**src/common/tpg_pkg.sv**
```systemverilog
package tpg_pkg;
  localparam int TPG_AW = 3;
  localparam int TPG_DW = 8;
  localparam int TPG_PC_W = 3;
  // register offsets
  localparam logic [2:0] TPG_OFF_PA_DATA = 3'h0;
  localparam logic [2:0] TPG_OFF_PA_DIR = 3'h1;
  localparam logic [2:0] TPG_OFF_PB_DATA = 3'h2;
  localparam logic [2:0] TPG_OFF_PB_DIR = 3'h3;
  localparam logic [2:0] TPG_OFF_PC_DATA = 3'h4;
  localparam logic [2:0] TPG_OFF_PC_DIR = 3'h5;
  localparam logic [2:0] TPG_OFF_CTRL = 3'h6;
  localparam logic [2:0] TPG_OFF_RSVD7 = 3'h7;
  // reset values
  localparam logic [7:0] TPG_RST_DATA = 8'h00;
  localparam logic [7:0] TPG_RST_DIR = 8'h00;
  localparam logic [7:0] TPG_RST_CTRL = 8'h00;
  localparam logic [7:0] TPG_RD_RSVD = 8'h00;
  // control register fields (offset 6)
  localparam int TPG_CTRL_USB_SEL = 0;
  localparam int TPG_CTRL_SERIAL_EN = 1;
  localparam int TPG_CTRL_SMALL_PKG = 2;
  localparam int TPG_CTRL_IRQ_EN_LO = 4;
  localparam int TPG_CTRL_IRQ_EN_W = 4;
  // pin positions
  localparam int TPG_PA_OD_LO = 1;
  localparam int TPG_PA_OD_HI = 2;
  localparam int TPG_PB_USB_PIN = 1;
  localparam int TPG_PB_IRQ_LO = 4;
  localparam int TPG_PC_RX_PIN = 0;
  localparam int TPG_PC_TX_PIN = 1;
  localparam int TPG_PC_USB_PIN = 2;
  localparam logic [7:0] TPG_PA_OD_MASK = 8'h06;
endpackage

```
**src/rtl/tpg_bank.sv**
```systemverilog
`timescale 1ns/1ps
// Behaviour
// - direction bit 0 makes pin input, 1 makes it output; all writable.
// - data writes always update the output latch, even for inputs.
// - data read gives latch for push-pull outputs, pin level for inputs.
// - open-drain output pins read back the actual pin level.
// - port C has three pins; bits 7 to 3 not accessible.
// - port A pins 1,2 open drain, no pull-up, never drive high.
// - port B pins 4..7 are irq inputs five..eight, enabled by four..seven.
// - usb select drives usb transmit indicator on port C pin 2 or B pin 1.
// - peripheral output claim overrides data and direction for that pin.
// - enabled irq pins sharing one vector are ORed together.
module tpg_bank (
  // clock and reset
  input wire logic sys_clk,
  input wire logic resetn,
  // register port
  input wire logic [tpg_pkg::TPG_AW-1:0] reg_addr,
  input wire logic [tpg_pkg::TPG_DW-1:0] reg_wdata,
  input wire logic reg_wr,
  input wire logic reg_rd,
  output logic [tpg_pkg::TPG_DW-1:0] reg_rdata,
  // port A pins
  input wire logic [tpg_pkg::TPG_DW-1:0] pa_i,
  output logic [tpg_pkg::TPG_DW-1:0] pa_o,
  output logic [tpg_pkg::TPG_DW-1:0] pa_oe,
  // port B pins
  input wire logic [tpg_pkg::TPG_DW-1:0] pb_i,
  output logic [tpg_pkg::TPG_DW-1:0] pb_o,
  output logic [tpg_pkg::TPG_DW-1:0] pb_oe,
  // port C pins
  input wire logic [tpg_pkg::TPG_PC_W-1:0] pc_i,
  output logic [tpg_pkg::TPG_PC_W-1:0] pc_o,
  output logic [tpg_pkg::TPG_PC_W-1:0] pc_oe,
  // peripheral side
  input wire logic usb_tx_active,
  input wire logic serial_tx,
  output logic serial_receive_in,
  output logic ext_irq_req
);
  import tpg_pkg::*;

  typedef struct packed {
    logic [TPG_DW-1:0] rdata;
    logic [TPG_DW-1:0] ctrl;
    logic rx;
    logic irq;
  } tpg_bank_st_t;

  tpg_bank_st_t st_r, st_nxt;

  logic wa_d, wa_r, wb_d, wb_r, wc_d, wc_r;
  logic [TPG_DW-1:0] a_data, a_dir, a_rd, b_data, b_dir, b_rd;
  logic [TPG_PC_W-1:0] c_data, c_dir, c_rd;
  logic [TPG_DW-1:0] b_alt_en, b_alt_val;
  logic [TPG_PC_W-1:0] c_alt_en, c_alt_val;
  logic usb_sel, ser_en, small_pkg;
  logic [TPG_CTRL_IRQ_EN_W-1:0] irq_en;

  ////////////////////////////////////////////////////////////////////////
  // write decode
  always_comb begin
    wa_d = reg_wr && reg_addr == TPG_OFF_PA_DATA;
    wa_r = reg_wr && reg_addr == TPG_OFF_PA_DIR;
    wb_d = reg_wr && reg_addr == TPG_OFF_PB_DATA;
    wb_r = reg_wr && reg_addr == TPG_OFF_PB_DIR;
    wc_d = reg_wr && reg_addr == TPG_OFF_PC_DATA;
    wc_r = reg_wr && reg_addr == TPG_OFF_PC_DIR;
  end

  assign usb_sel = st_r.ctrl[TPG_CTRL_USB_SEL];
  assign ser_en = st_r.ctrl[TPG_CTRL_SERIAL_EN];
  assign small_pkg = st_r.ctrl[TPG_CTRL_SMALL_PKG];
  assign irq_en = st_r.ctrl[TPG_CTRL_IRQ_EN_LO +: TPG_CTRL_IRQ_EN_W];

  ////////////////////////////////////////////////////////////////////////
  // peripheral overrides
  always_comb begin
    b_alt_en = '0;
    b_alt_val = '0;
    c_alt_en = '0;
    c_alt_val = '0;
    b_alt_en[TPG_PB_USB_PIN] = usb_sel && small_pkg;
    b_alt_val[TPG_PB_USB_PIN] = usb_tx_active;
    c_alt_en[TPG_PC_USB_PIN] = usb_sel && !small_pkg;
    c_alt_val[TPG_PC_USB_PIN] = usb_tx_active;
    c_alt_en[TPG_PC_TX_PIN] = ser_en;
    c_alt_val[TPG_PC_TX_PIN] = serial_tx;
  end

  ////////////////////////////////////////////////////////////////////////
  // ports
  tpg_port #(.W(TPG_DW), .OD_MASK(TPG_PA_OD_MASK)) u_pa (
    .sys_clk(sys_clk), .resetn(resetn),
    .wr_data(wa_d), .wr_dir(wa_r), .wdata(reg_wdata),
    .data_q(a_data), .dir_q(a_dir), .rd_val(a_rd),
    .alt_en('0), .alt_val('0),
    .pin_i(pa_i), .pin_o(pa_o), .pin_oe(pa_oe)
  );

  tpg_port #(.W(TPG_DW), .OD_MASK('0)) u_pb (
    .sys_clk(sys_clk), .resetn(resetn),
    .wr_data(wb_d), .wr_dir(wb_r), .wdata(reg_wdata),
    .data_q(b_data), .dir_q(b_dir), .rd_val(b_rd),
    .alt_en(b_alt_en), .alt_val(b_alt_val),
    .pin_i(pb_i), .pin_o(pb_o), .pin_oe(pb_oe)
  );

  // only the three low bits are stored for port C
  tpg_port #(.W(TPG_PC_W), .OD_MASK('0)) u_pc (
    .sys_clk(sys_clk), .resetn(resetn),
    .wr_data(wc_d), .wr_dir(wc_r), .wdata(reg_wdata[TPG_PC_W-1:0]),
    .data_q(c_data), .dir_q(c_dir), .rd_val(c_rd),
    .alt_en(c_alt_en), .alt_val(c_alt_val),
    .pin_i(pc_i), .pin_o(pc_o), .pin_oe(pc_oe)
  );

  ////////////////////////////////////////////////////////////////////////
  // read mux, control register, irq and serial input
  always_comb begin
    st_nxt = st_r;
    st_nxt.rdata = '0;
    if (reg_wr && reg_addr == TPG_OFF_CTRL) begin
      st_nxt.ctrl = reg_wdata;
      st_nxt.ctrl[TPG_CTRL_IRQ_EN_LO-1] = 1'b0;
    end
    if (reg_rd) begin
      unique case (reg_addr)
        TPG_OFF_PA_DATA: st_nxt.rdata = a_rd;
        TPG_OFF_PA_DIR: st_nxt.rdata = a_dir;
        TPG_OFF_PB_DATA: st_nxt.rdata = b_rd;
        TPG_OFF_PB_DIR: st_nxt.rdata = b_dir;
        TPG_OFF_PC_DATA: st_nxt.rdata = {{(TPG_DW-TPG_PC_W){1'b0}}, c_rd};
        TPG_OFF_PC_DIR: st_nxt.rdata = {{(TPG_DW-TPG_PC_W){1'b0}}, c_dir};
        TPG_OFF_CTRL: st_nxt.rdata = st_r.ctrl;
        TPG_OFF_RSVD7: st_nxt.rdata = TPG_RD_RSVD;
      endcase
    end
    // irq only from pins in input mode with enable set
    st_nxt.irq = |(pb_i[TPG_PB_IRQ_LO +: TPG_CTRL_IRQ_EN_W] & irq_en
      & ~b_dir[TPG_PB_IRQ_LO +: TPG_CTRL_IRQ_EN_W]);
    st_nxt.rx = c_rd[TPG_PC_RX_PIN];
  end

  always_ff @(posedge sys_clk or negedge resetn) begin
    if (!resetn) begin
      st_r <= '{rdata: TPG_RST_DATA, ctrl: TPG_RST_CTRL, rx: 1'b0, irq: 1'b0};
    end else begin
      st_r <= st_nxt;
    end
  end

  assign reg_rdata = st_r.rdata;
  assign serial_receive_in = st_r.rx;
  assign ext_irq_req = st_r.irq;

  ////////////////////////////////////////////////////////////////////////
  // checks
  chk_pc_upper_zero: assert property (@(posedge sys_clk) disable iff (!resetn)
    $past(reg_rd) && ($past(reg_addr) == TPG_OFF_PC_DATA ||
      $past(reg_addr) == TPG_OFF_PC_DIR) |-> reg_rdata[7:3] == 5'h00)
    else $error("port c upper bits");
  chk_read_input_pin: assert property (@(posedge sys_clk) disable iff (!resetn)
    reg_rd && reg_addr == TPG_OFF_PB_DATA && b_dir == '0 && !reg_wr
    |=> reg_rdata == $past(pb_i)) else $error("input read");
  chk_read_latch_out: assert property (@(posedge sys_clk) disable iff (!resetn)
    reg_rd && reg_addr == TPG_OFF_PB_DATA && b_dir == 8'hFF
    |=> reg_rdata == $past(b_data)) else $error("latch read");
  chk_pa_od_read: assert property (@(posedge sys_clk) disable iff (!resetn)
    reg_rd && reg_addr == TPG_OFF_PA_DATA |=>
      (reg_rdata & TPG_PA_OD_MASK) == ($past(pa_i) & TPG_PA_OD_MASK))
    else $error("open drain read");
  chk_usb_pin: assert property (@(posedge sys_clk) disable iff (!resetn)
    usb_sel && !small_pkg && $stable(st_r.ctrl) |=>
      pc_oe[TPG_PC_USB_PIN] && pc_o[TPG_PC_USB_PIN] == $past(usb_tx_active))
    else $error("usb indicator");
  chk_serial_tx: assert property (@(posedge sys_clk) disable iff (!resetn)
    ser_en && $stable(st_r.ctrl) |=>
      pc_oe[TPG_PC_TX_PIN] && pc_o[TPG_PC_TX_PIN] == $past(serial_tx))
    else $error("serial tx");
  chk_irq_or: assert property (@(posedge sys_clk) disable iff (!resetn)
    (pb_i[7:4] & irq_en & ~b_dir[7:4]) != 4'h0 |=> ext_irq_req)
    else $error("irq or");
  chk_irq_quiet: assert property (@(posedge sys_clk) disable iff (!resetn)
    irq_en == 4'h0 |=> !ext_irq_req) else $error("irq without enable");
  chk_rd_one_cycle: assert property (@(posedge sys_clk) disable iff (!resetn)
    !reg_rd |=> reg_rdata == '0) else $error("read data stays");

  // usb indicator moved to port B pin 1 on the small package
  chk_usb_pb_pin: assert property (@(posedge sys_clk) disable iff (!resetn)
    usb_sel && small_pkg && $stable(st_r.ctrl) |=>
      pb_oe[TPG_PB_USB_PIN] && pb_o[TPG_PB_USB_PIN] == $past(usb_tx_active))
    else $error("usb indicator port b");

  // reserved slot always reads as zero
  chk_rsvd_read: assert property (@(posedge sys_clk) disable iff (!resetn)
    reg_rd && reg_addr == TPG_OFF_RSVD7 |=> reg_rdata == TPG_RD_RSVD)
    else $error("reserved read");

  // direction register reads back as written
  chk_dir_read: assert property (@(posedge sys_clk) disable iff (!resetn)
    reg_rd && reg_addr == TPG_OFF_PA_DIR |=> reg_rdata == $past(a_dir))
    else $error("direction read");

  // open-drain pins of port A never carry a high drive value
  chk_pa_od_low: assert property (@(posedge sys_clk) disable iff (!resetn)
    (pa_o & TPG_PA_OD_MASK) == '0) else $error("port a od drive");

  // receive input follows port C pin 0 while it is an input
  chk_rx_follow: assert property (@(posedge sys_clk) disable iff (!resetn)
    !c_dir[TPG_PC_RX_PIN] |=>
      serial_receive_in == $past(pc_i[TPG_PC_RX_PIN]))
    else $error("serial receive");

  // irq pins in output mode raise nothing
  chk_irq_out_mode: assert property (@(posedge sys_clk) disable iff (!resetn)
    b_dir[TPG_PB_IRQ_LO +: TPG_CTRL_IRQ_EN_W] == '1 |=> !ext_irq_req)
    else $error("irq from output pin");

  // unused control bit stays clear
  chk_ctrl_gap: assert property (@(posedge sys_clk) disable iff (!resetn)
    st_r.ctrl[TPG_CTRL_IRQ_EN_LO-1] == 1'b0) else $error("control gap bit");
endmodule

```
**src/rtl/tpg_port.sv**
```systemverilog
`timescale 1ns/1ps
// one port: data latch, direction, pin drive and read-back
module tpg_port #(
  parameter int W = 8,
  parameter logic [W-1:0] OD_MASK = '0
) (
  // clock and reset
  input wire logic sys_clk,
  input wire logic resetn,
  // register access
  input wire logic wr_data,
  input wire logic wr_dir,
  input wire logic [W-1:0] wdata,
  output logic [W-1:0] data_q,
  output logic [W-1:0] dir_q,
  output logic [W-1:0] rd_val,
  // peripheral override
  input wire logic [W-1:0] alt_en,
  input wire logic [W-1:0] alt_val,
  // pins
  input wire logic [W-1:0] pin_i,
  output logic [W-1:0] pin_o,
  output logic [W-1:0] pin_oe
);
  import tpg_pkg::*;

  initial begin
    if (W < 1 || W > TPG_DW) $error("tpg_port width out of range");
  end

  typedef struct packed {
    logic [W-1:0] data;
    logic [W-1:0] dir;
    logic [W-1:0] po;
    logic [W-1:0] oe;
  } tpg_port_st_t;

  tpg_port_st_t st_r, st_nxt;
  logic [W-1:0] eff_dir, eff_val;

  always_comb begin
    st_nxt = st_r;
    if (wr_data) begin
      st_nxt.data = wdata;
    end
    if (wr_dir) begin
      st_nxt.dir = wdata;
    end
    eff_dir = (st_nxt.dir & ~alt_en) | alt_en;
    eff_val = (st_nxt.data & ~alt_en) | (alt_val & alt_en);
    // open drain: drive low only, never high
    st_nxt.po = eff_val & ~OD_MASK;
    st_nxt.oe = eff_dir & ~(OD_MASK & eff_val);
  end

  always_ff @(posedge sys_clk or negedge resetn) begin
    if (!resetn) begin
      st_r <= '{data: '0, dir: '0, po: '0, oe: '0};
    end else begin
      st_r <= st_nxt;
    end
  end

  assign data_q = st_r.data;
  assign dir_q = st_r.dir;
  assign pin_o = st_r.po;
  assign pin_oe = st_r.oe;
  // latch for push-pull outputs, pin level otherwise
  assign rd_val = (st_r.dir & ~OD_MASK & st_r.data)
    | (~(st_r.dir & ~OD_MASK) & pin_i);

  chk_dir_reset_in: assert property (@(posedge sys_clk)
    $rose(resetn) |-> st_r.dir == '0) else $error("dir not cleared");
  chk_data_write: assert property (@(posedge sys_clk) disable iff (!resetn)
    wr_data |=> st_r.data == $past(wdata)) else $error("data lost");
  chk_dir_write: assert property (@(posedge sys_clk) disable iff (!resetn)
    wr_dir |=> st_r.dir == $past(wdata)) else $error("dir lost");
  chk_od_no_high: assert property (@(posedge sys_clk) disable iff (!resetn)
    ((pin_oe & OD_MASK) == '0 || (pin_o & pin_oe & OD_MASK) == '0))
    else $error("open drain high");
  chk_input_no_drive: assert property (@(posedge sys_clk) disable iff (!resetn)
    (!wr_dir && alt_en == '0 && $stable(alt_en)) |=>
      (pin_oe & ~st_r.dir) == '0) else $error("input driven");
endmodule

```
**config.mk**
```make
export PLATFORM = sky130hd
export DESIGN_NAME = tpg_bank
export DESIGN_NICKNAME = d
export VERILOG_FILES = /design/src/common/tpg_pkg.sv /design/src/rtl/tpg_bank.sv /design/src/rtl/tpg_port.sv
export SDC_FILE = /design/constraint.sdc
export NUM_CORES = 1
export LEC_CHECK = 0
export ABC_AREA = 1
export BUFFER_PORTS_ARGS = -buffer_cell sky130_fd_sc_hd__buf_2
export CELL_PAD_IN_SITES_DETAIL_PLACEMENT = 2
export CELL_PAD_IN_SITES_GLOBAL_PLACEMENT = 2
export CORE_MARGIN = 2
export CORE_UTILIZATION = 36
export DETAILED_ROUTE_END_ITERATION = 6
export PLACE_DENSITY_LB_ADDON = 0.1
export SYNTH_ARGS = -nofsm -noshare
export SYNTH_HDL_FRONTEND = slang
export SYNTH_HIERARCHICAL = 1
export SYNTH_SLANG_ARGS = --single-unit
```
**constraint.sdc**
```tcl
create_clock -name sys_clk -period 2.99 [get_ports sys_clk]
set_input_delay 0.598 -clock sys_clk [delete_from_list [all_inputs] [get_ports sys_clk]]
set_output_delay 0.598 -clock sys_clk [all_outputs]
set_load 0.05 [all_outputs]
```
==> run_results.csv, run 1 <==
group,metric,value,unit
finish,area_growth,19.62,%
detailed_routing,post-route-drc-count,0,
finish,n_antenna_cell,0,
synth,synth_area,4375,um^2
clock_network,cts_max_level,3,
sta,timing.final.crit_share,67.34,%
clock_network,cts_resized,0,
outcome,status,"finished clean",
sta,finClkSkew,3.346,ps
sta,setup_tns,0,ps
setup_path,end_kind,"flip-flop",
clock_network,ctsRootBufferMaster,"clkbuf_16",
setup_path,crit_buf_inv,3,
global_route,first_global_vias,4210,
clock_network,ctsHoldBuffers,0,
synth,netlist_instances,523,
clock_network,cts_tree,"built",
clock_network,clockBufferDepth,2,
synth,yosysMostFrequentCell,"nand2_1",
synth,synthTopCellsByArea,"dfrtp_1, nand2_1, inv_1, o21ai_0, nand3_1",
worst_hold_path,hp-class,"in2async",
setup_path,path_delay_family,"buffers and inverters",
floorplan,initial_core_util,36.58,%
setup_path,cp_slowest_stage_delay,350,ps
global_route,grt_pass1_wl,21530,um
floorplan,num_rows,40,
job,cap_violations,0,
sta,max_freq,496.6,MHz
synth,yosysTopAreaCell,"dfrtp_1",
global_route,antenna_found_initial,0,
clock_network,cts_buffers,9,
synth,ys_warn_count,6,
setup_path,worst-setup-path-type,"in2reg",
setup_path,worst-endpoint-arrival,2300,ps
power_and_ir_drop,p_per_area,674.7,nW/um^2
setup_path,r2r_setup_slack,1720,ps
synth,ys_seq_area_share,52.04,%
clock_network,clkSinkCount,91,
global_route,overflow,0,
clock_network,cts_setup_buffers,0,
power_and_ir_drop,irDropWorstVdd,246.0,uV
setup_path,cp_max_fo,20,
detailed_routing,drt_iter0_drc,117,
synth,ys_ff_latch,91,
floorplan,fp.dieW,114.2,um
sta,min_period,2014,ps
sta,hold_viol,0,
global_route,track_usage,21.64,%
detailed_routing,avgViaCountPerCell,4.828,
setup_path,crit_path_cell_trace,"buf_2 -> inv_1 -> nand2_1 -> nor2_1 -> inv_1 -> nand2_1 -> nand2_1 -> nand3_1 -> nand2_1",
finish,multi_input_area,1713,um^2
place,gp_congestion,0.8132,
floorplan,die_area,13050,um^2
synth,synth_edf_count,0,
synth,ys_types,27,
detailed_routing,postRouteAntennaNets,0,
finish,seq_area,2277,um^2
sta,tightest_slew,577.9,ps
sta,final-setup-viol-count,0,
synth,yosysTopAreaCellShare,52.04,%
floorplan,core_area,11960,um^2
place,pre_cts_ws,597.6,ps
detailed_routing,dr.pass1.iters,4,
floorplan,io-pin-count,84,
place,numPortBuffers,81,
sta,slew_headroom,61.47,%
clock_network,clock_latency,340,ps
setup_path,cpMostUsedCell,"nand2_1",
power_and_ir_drop,total_power,0.003531,W
synth,avgSynthCellArea,8.366,um^2
detailed_routing,wire_per_inst,16.68,um
finish,fillers,1403,
setup_path,start_kind,"input pin",
synth,dominantRegCellSynth,"dfrtp_1",
place,dp_hpwl,9941,um
detailed_routing,wl,13170,um
setup_path,required,3280,ps
power_and_ir_drop,leakage,2.713,nW
detailed_routing,vias,3814,
clock_network,clk_pin_slew,60,ps
sta,slew_violations,0,
global_route,grt_max_degree,53,
setup_path,crit_slowest_cell,"buf_2",
sta,rsz0062_at_grt,"no",
finish,nets,677,
synth,synthArstFlopShare,100.0,%
synth,synth_common_cells,"nand2_1, dfrtp_1, inv_1",
sta,fin_ws,976.5,ps
finish,drive_gt1_share,18.35,%
floorplan,die_height,114.2,um
## final cells by class
class                           count  area share [%]
Clock buffer                       13           4.781
Timing Repair Buffer               88           9.037
Tap cell                          147           3.514
Sequential cell                    91           43.51
Multi-Input combinational cell    364           32.73
Inverter                           87           6.431
## metrics by stage
stage	hold WS (ps)	cell area [um^2]	utilization, %	std cells
global route	260.3	5234	43.76	790
floorplan	302.4	4552	-	570
CTS	241.8	5234	43.76	790
finish	231.5	5234	43.76	790
global placement	494.9	4984	41.66	777
detailed placement	498.9	4984	41.66	777
## layer usage
metal	vias to the layer above	track usage, %	wire [um]
met5	-	0	0
met4	0	8.374	288
met3	20	3.706	302
met2	62	40.48	7312
met1	1916	24.42	5271
li1	1816	-	-
## state kept, by name, indices dropped and copies added, names as in the netlist, 3 cells and up
signal       count
irq_en           4
reg_rdata        8
u_pa/data_q      8
u_pa/dir_q       8
u_pa/pin_o       6
u_pa/pin_oe      8
u_pb/data_q      8
u_pb/dir_q       8
u_pb/pin_o       8
u_pb/pin_oe      8
u_pc/data_q      3
u_pc/dir_q       3
u_pc/pin_o       3
u_pc/pin_oe      3
## cells by family (layout without fill, tap and decap cells)
| kind of cell | after synthesis | count (layout) | synth area share (%) |
|---|---|---|---|
| simple gates | 244 | 244 | 25.16 |
| buf+inv | 115 | 188 | 12.98 |
| flops | 91 | 91 | 52.04 |
| compound gates | 71 | 71 | 9.637 |
| other cells | 2 | 49 | 0.1716 |
## final timing paths
check | start | to | depth (start not counted)
setup / recovery | reg_addr[0] | u_pa/pin_oe[1] | 9
max in group asynchronous | resetn | u_pb/pin_o[0] | 2
hold / removal | resetn | u_pc/pin_o[0] | 1
min in group sys_clk | serial_tx | u_pc/pin_o[1] | 3
setup reg to reg | u_pc/dir_q[0] | reg_rdata[0] | 6
hold reg to reg | u_pa/data_q[3] | u_pa/data_q[3] | 2
## power breakdown
part           switching [W]  total, W  internal, W
sequential          0.000106   0.00155      0.00144
combinational       0.000726  0.000965     0.000239
clock               0.000448   0.00102     0.000573
## worst register-to-register path: stages (launching register included)
cell and delay, ps:
dfrtp_1 380, inv_1 90, o21ai_0 270, o21ai_0 140
nand3_1 100, nor2_1 50, nor2_1 160
## cells in the final DEF, fill, tap and decap left out
cell type / count
nand2_1: 140
dfrtp_1: 91
inv_1: 83
buf_2: 80
conb_1: 49
o21ai_0: 39
nand3_1: 33
nor2_1: 29
nand4_1: 15
and2_1: 11
o211ai_1: 11
clkbuf_16: 9
a31oi_1: 7
o21ai_2: 7
buf_4: 7
or2_1: 6
o21ai_1: 5
clkbuf_1: 3
nor2_8: 2
nor4_1: 2
inv_2: 2
nand2_2: 2
or2_2: 2
inv_8: 1
a21oi_1: 1
nor4_2: 1
nand3_4: 1
a21oi_2: 1
clkbuf_8: 1
buf_12: 1
inv_4: 1
Power figures use the tool's default switching activity.
==> inputs of run 2 (changes only) <==
--- a/config.mk
+++ b/config.mk
@@ -10,7 +10,7 @@
 export CELL_PAD_IN_SITES_DETAIL_PLACEMENT = 2
 export CELL_PAD_IN_SITES_GLOBAL_PLACEMENT = 2
 export CORE_MARGIN = 2
-export CORE_UTILIZATION = 36
+export CORE_UTILIZATION = 30
 export DETAILED_ROUTE_END_ITERATION = 6
 export PLACE_DENSITY_LB_ADDON = 0.1
 export SYNTH_ARGS = -nofsm -noshare
==> constraint.sdc (replaced) <==
create_clock -name sys_clk -period 1.75 [get_ports sys_clk]
set_input_delay 0.35 -clock sys_clk [delete_from_list [all_inputs] [get_ports sys_clk]]
set_output_delay 0.35 -clock sys_clk [all_outputs]
set_load 0.05 [all_outputs]
==> run 2 against run 1 <==
  * Worst hold slack worse by 200 ps
  * Register-to-register slack lost 1300 ps
  * Setup slack got worse by 580 ps
  * Clock power rose by 91%
  * Sequential cell count stayed put
  * Die area rose by 19%
  * Highest routed layer unchanged
==> run_results.csv, run 2 (synthesized netlist as in run 1, its figures left out) <==
group,metric,value,unit
detailed_routing,drt_iter0_drc,162,
setup_path,r2r_setup_slack,450,ps
setup_path,worst-setup-path-type,"in2reg",
sta,slew_headroom,65.07,%
clock_network,cts_buffers,9,
global_route,grt_max_degree,92,
global_route,antenna_found_initial,1,
sta,finClkSkew,5.452,ps
detailed_routing,dr.pass1.iters,4,
global_route,first_global_vias,4337,
sta,max_freq,737.6,MHz
place,dp_hpwl,10060,um
clock_network,cts_tree,"built",
sta,slew_violations,0,
clock_network,ctsHoldBuffers,0,
clock_network,clk_pin_slew,60,ps
power_and_ir_drop,p_per_area,1153,nW/um^2
detailed_routing,vias,3827,
finish,final_common_cell,"nand2_1",
global_route,track_usage,18.26,%
setup_path,worst-endpoint-arrival,1600,ps
detailed_routing,wl,13320,um
global_route,overflow,0,
sta,tightest_slew,524.0,ps
clock_network,clockBufferDepth,2,
floorplan,core_area,14370,um^2
power_and_ir_drop,leakage,2.784,nW
clock_network,clock_latency,350,ps
detailed_routing,post-route-drc-count,0,
finish,drive_gt1_share,20.00,%
detailed_routing,avgViaCountPerCell,4.556,
setup_path,end_kind,"flip-flop",
detailed_routing,wire_per_inst,15.85,um
global_route,grt_pass1_wl,22360,um
sta,min_period,1356,ps
floorplan,num_rows,44,
floorplan,die_area,15570,um^2
floorplan,io-pin-count,84,
floorplan,die_height,124.8,um
finish,multi_input_area,1713,um^2
clock_network,cts_resized,0,
setup_path,required,1990,ps
detailed_routing,postRouteAntennaNets,0,
outcome,status,"finished clean",
power_and_ir_drop,irDropWorstVdd,454.9,uV
place,numPortBuffers,81,
sta,timing.final.crit_share,77.47,%
sta,hold_viol,0,
clock_network,ctsRootBufferMaster,"clkbuf_16",
clock_network,cts_setup_buffers,0,
finish,area_growth,23.53,%
sta,final-setup-viol-count,0,
finish,seq_area,2277,um^2
job,cap_violations,0,
clock_network,clkSinkCount,91,
floorplan,initial_core_util,30.45,%
sta,setup_tns,0,ps
finish,fillers,1694,
finish,mostFrequentLayoutCells,"nand2_1, dfrtp_1, inv_1, buf_2, conb_1",
worst_hold_path,hp-class,"in2async",
floorplan,fp.dieW,124.8,um
setup_path,cp_max_fo,7,
clock_network,cts_max_level,3,
sta,rsz0062_at_grt,"no",
place,gp_congestion,0.8367,
setup_path,start_kind,"input pin",
finish,instances_no_fill,840,
finish,nets,686,
place,dpl.cell_count,823,
## run 2: cell types whose count changed in the layout (fill, tap and decap cells not counted), sizes merged
cell	delta
buf	+9
clkbuf	+2
clkinv	+1
diode	+1
## run 2: layout make-up
cell class | instances | area share [%]
diodes | 1 | 0.04630
well taps | 184 | 4.259
multi-input cells | 364 | 31.69
repair buffers | 97 | 10.23
clock inverters | 1 | 0.09259
clock buffers | 15 | 5.324
flip-flops and latches | 91 | 42.13
inverters | 87 | 6.227
## run 2: layer usage
layer	GRT usage (%)	share of wire, %	up-vias
met1	21.49	41	1914
met4	6.742	2.0	0
li1	-	-	1837
met3	2.749	3.0	15
met5	0	0	-
met2	33.46	54	61
## run 2: report_power, final
group          switching (W)  internal, W
clock               0.000827      0.00112
sequential          0.000171      0.00246
combinational        0.00123     0.000422
## run 2: critical path, stage by stage
cell and delay (ps):
buf_2 120, inv_1 210, nand2_1 130, nor2_1 260, inv_1 220, nand2_1 100
nand2_1 70, nand3_1 80, nand2_1 50
## run 2: metrics by stage
step / total power [W] / utilization [%] / setup WS (ps) / instance area, um^2 / hold slack (ps)
2_1_floorplan: 0.003830 / - / 43.82 / 4558 / 54.41
6_report: 0.006230 / 37.62 / 394.3 / 5405 / 28.95
4_1_cts: 0.006318 / 37.60 / 365.1 / 5403 / 71.88
3_5_place_dp: 0.004340 / 35.56 / 28.97 / 5110 / 451.4
3_3_place_gp: 0.004281 / 35.56 / 76.48 / 5110 / 447.9
5_1_grt: 0.006600 / 37.62 / 235.0 / 5405 / 81.53
## run 2: final timing paths
check,cells after the start,startpoint,endpoint
hold reg to reg,2,u_pa/data_q[3],u_pa/data_q[3]
setup reg to reg,7,u_pc/dir_q[0],reg_rdata[0]
min in group sys_clk,3,serial_tx,u_pc/pin_o[1]
hold / removal,2,resetn,u_pb/pin_o[0]
max in group asynchronous,2,resetn,reg_rdata[5]
setup / recovery,9,reg_addr[0],u_pa/pin_oe[2]
==> inputs of run 3 (changes only) <==
--- a/config.mk
+++ b/config.mk
@@ -10,7 +10,7 @@
 export CELL_PAD_IN_SITES_DETAIL_PLACEMENT = 2
 export CELL_PAD_IN_SITES_GLOBAL_PLACEMENT = 2
 export CORE_MARGIN = 2
-export CORE_UTILIZATION = 30
+export CORE_UTILIZATION = 33
 export DETAILED_ROUTE_END_ITERATION = 6
 export PLACE_DENSITY_LB_ADDON = 0.1
 export SYNTH_ARGS = -nofsm -noshare
==> constraint.sdc (replaced) <==
create_clock -name sys_clk -period 1.37 [get_ports sys_clk]
set_input_delay 0.274 -clock sys_clk [delete_from_list [all_inputs] [get_ports sys_clk]]
set_output_delay 0.274 -clock sys_clk [all_outputs]
set_load 0.05 [all_outputs]
==> run 3 against run 2 <==
  * Via count up 1.1%
  * First-iteration DRC count down 39%
  * Final cell count up 0.24%
  * Sequential power up 28%
  * Setup slack worse by 290 ps
  * Non-clock buffer count up 11
  * Power up 31%
  * Critical path depth down 8
  * Worst hold slack better by 96 ps
  * Critical endpoint is now pa_o[6]
==> run_results.csv, run 3 (synthesized netlist as in run 1, its figures left out) <==
group,metric,value,unit
outcome,status,"finished clean",
place,gp_congestion,0.8417,
clock_network,clkSinkCount,91,
sta,max_freq,792.5,MHz
worst_hold_path,hp-class,"in2reg",
sta,finClkSkew,7.004,ps
floorplan,core_area,13090,um^2
setup_path,crit_slowest_cell,"dfrtp_1",
setup_path,start_kind,"flip-flop",
detailed_routing,drt_iter0_drc,99,
sta,rsz0062_at_grt,"no",
setup_path,cp_slowest_stage_delay,360,ps
finish,nets,697,
sta,final-setup-viol-count,0,
clock_network,cts_max_level,3,
floorplan,initial_core_util,33.44,%
sta,hold_viol,0,
global_route,grt_pass1_wl,22010,um
global_route,antenna_found_initial,0,
sta,timing.final.crit_share,92.10,%
finish,mostFrequentLayoutCells,"nand2_1, dfrtp_1, inv_1, buf_2, conb_1",
job,cap_violations,0,
finish,drive_gt1_share,21.32,%
floorplan,fp.dieW,119.1,um
floorplan,num_rows,42,
power_and_ir_drop,p_per_area,1472,nW/um^2
floorplan,die_area,14200,um^2
finish,post-route-util,42.28,%
worst_hold_path,worstHoldStart,"serial_tx",
setup_path,required,1100,ps
detailed_routing,vias,3871,
clock_network,ctsRootBufferMaster,"clkbuf_16",
place,dp_hpwl,10110,um
detailed_routing,avgViaCountPerCell,4.597,
global_route,overflow,0,
sta,min_period,1262,ps
global_route,first_global_vias,4313,
setup_path,cp_max_fo,1,
finish,area_growth,26.45,%
clock_network,cts_tree,"built",
power_and_ir_drop,total_power,0.008144,W
detailed_routing,wl,13450,um
setup_path,path_delay_family,"flip-flops",
place,numPortBuffers,81,
clock_network,clk_pin_slew,60,ps
floorplan,io-pin-count,84,
clock_network,clock_latency,350,ps
setup_path,startpoint,"u_pa/pin_o[6]",
sta,slew_violations,0,
setup_path,crit_buf_inv,1,
detailed_routing,dr.pass1.iters,4,
clock_network,cts_buffers,9,
power_and_ir_drop,leakage,2.849,nW
detailed_routing,post-route-drc-count,0,
global_route,grt_max_degree,38,
global_route,track_usage,20.33,%
setup_path,worst-endpoint-arrival,990,ps
setup_path,rr_startpoint,"u_pc/dir_q[0]",
setup_path,end_kind,"output pin",
finish,final_common_cell,"nand2_1",
setup_path,worst-setup-path-type,"reg2out",
floorplan,die_height,119.1,um
detailed_routing,postRouteAntennaNets,0,
power_and_ir_drop,irDropWorstVdd,588.8,uV
setup_path,crit_path_cell_trace,"buf_2",
detailed_routing,wire_per_inst,15.97,um
clock_network,clockBufferDepth,2,
finish,n_antenna_cell,0,
==> run 3: final timing paths <==
kind / end / slack [ps] / depth (start not counted)
worst max-delay path: pa_o[6] / 110 / 1
worst min-delay path: u_pc/pin_o[1] / 120 / 3
worst max register to register: reg_rdata[0] / 120 / 6
worst min register to register: irq_en[1] / 520 / 2
max in group asynchronous: u_pa/data_q[4] / 500 / 3
min in group asynchronous: u_pb/pin_o[1] / 360 / 2
==> run 3: per-stage QoR <==
stage                     setup TNS, ps  worst slack (ps)  hold slack [ps]  cells  cell area [um^2]
after global routing                  0             5.122            149.5    842              5533
final                                 0             108.2            124.6    842              5533
after global placement            -1679            -72.04            185.8    825              5215
after floorplan                  -8.481            -8.481           -21.59    570              4579
after CTS                             0             49.16            115.6    842              5533
after detailed placement          -5071            -160.6            190.1    825              5215
==> run 3: per-layer routing <==
| layer | GRT usage, % | vias to the layer above | wire length [um] | share of wire, % |
|---|---|---|---|---|
| met5 | 0 | - | 0 | 0 |
| met1 | 22.67 | 1954 | 5358 | 40 |
| met4 | 7.813 | 0 | 240 | 1.8 |
| met2 | 38.40 | 51 | 7518 | 56 |
| met3 | 3.257 | 14 | 332 | 2.5 |
| li1 | - | 1852 | - | - |
==> run 3: cell type report <==
class / instances / area [um^2]
Clock buffer: 15 / 277.8
Clock inverter: 1 / 30.03
Fill cell: 1522 / 7552
Inverter: 87 / 336.6
Multi-Input combinational cell: 364 / 1728
Sequential cell: 91 / 2277
Tap cell: 176 / 220.2
Timing Repair Buffer: 108 / 663.1
==> run 3: what timing repair did <==
| action | 4_1_cts | 5_1_grt |
|---|---|---|
| resized for setup | 0 | 1 |
| endpoints found under the setup margin | 0 | 1 |
| hold endpoints to repair | 18 | 0 |
| buffers inserted | 0 | 0 |
| hold buffers | 1 | 0 |
==> run 3: worst register-to-register path: cells and delay by family, from the launching register on <==
family | cells | cell delay (ps)
buf+inv | 1 | 110
flops | 1 | 400
compound gates | 2 | 320
simple gates | 3 | 310
==> run 3: where the power goes <==
group	switching (W)	internal [W]	total, W
Sequential	0.000219	0.00314	0.00336
Clock	0.00106	0.00157	0.00263
Combinational	0.00160	0.000566	0.00216
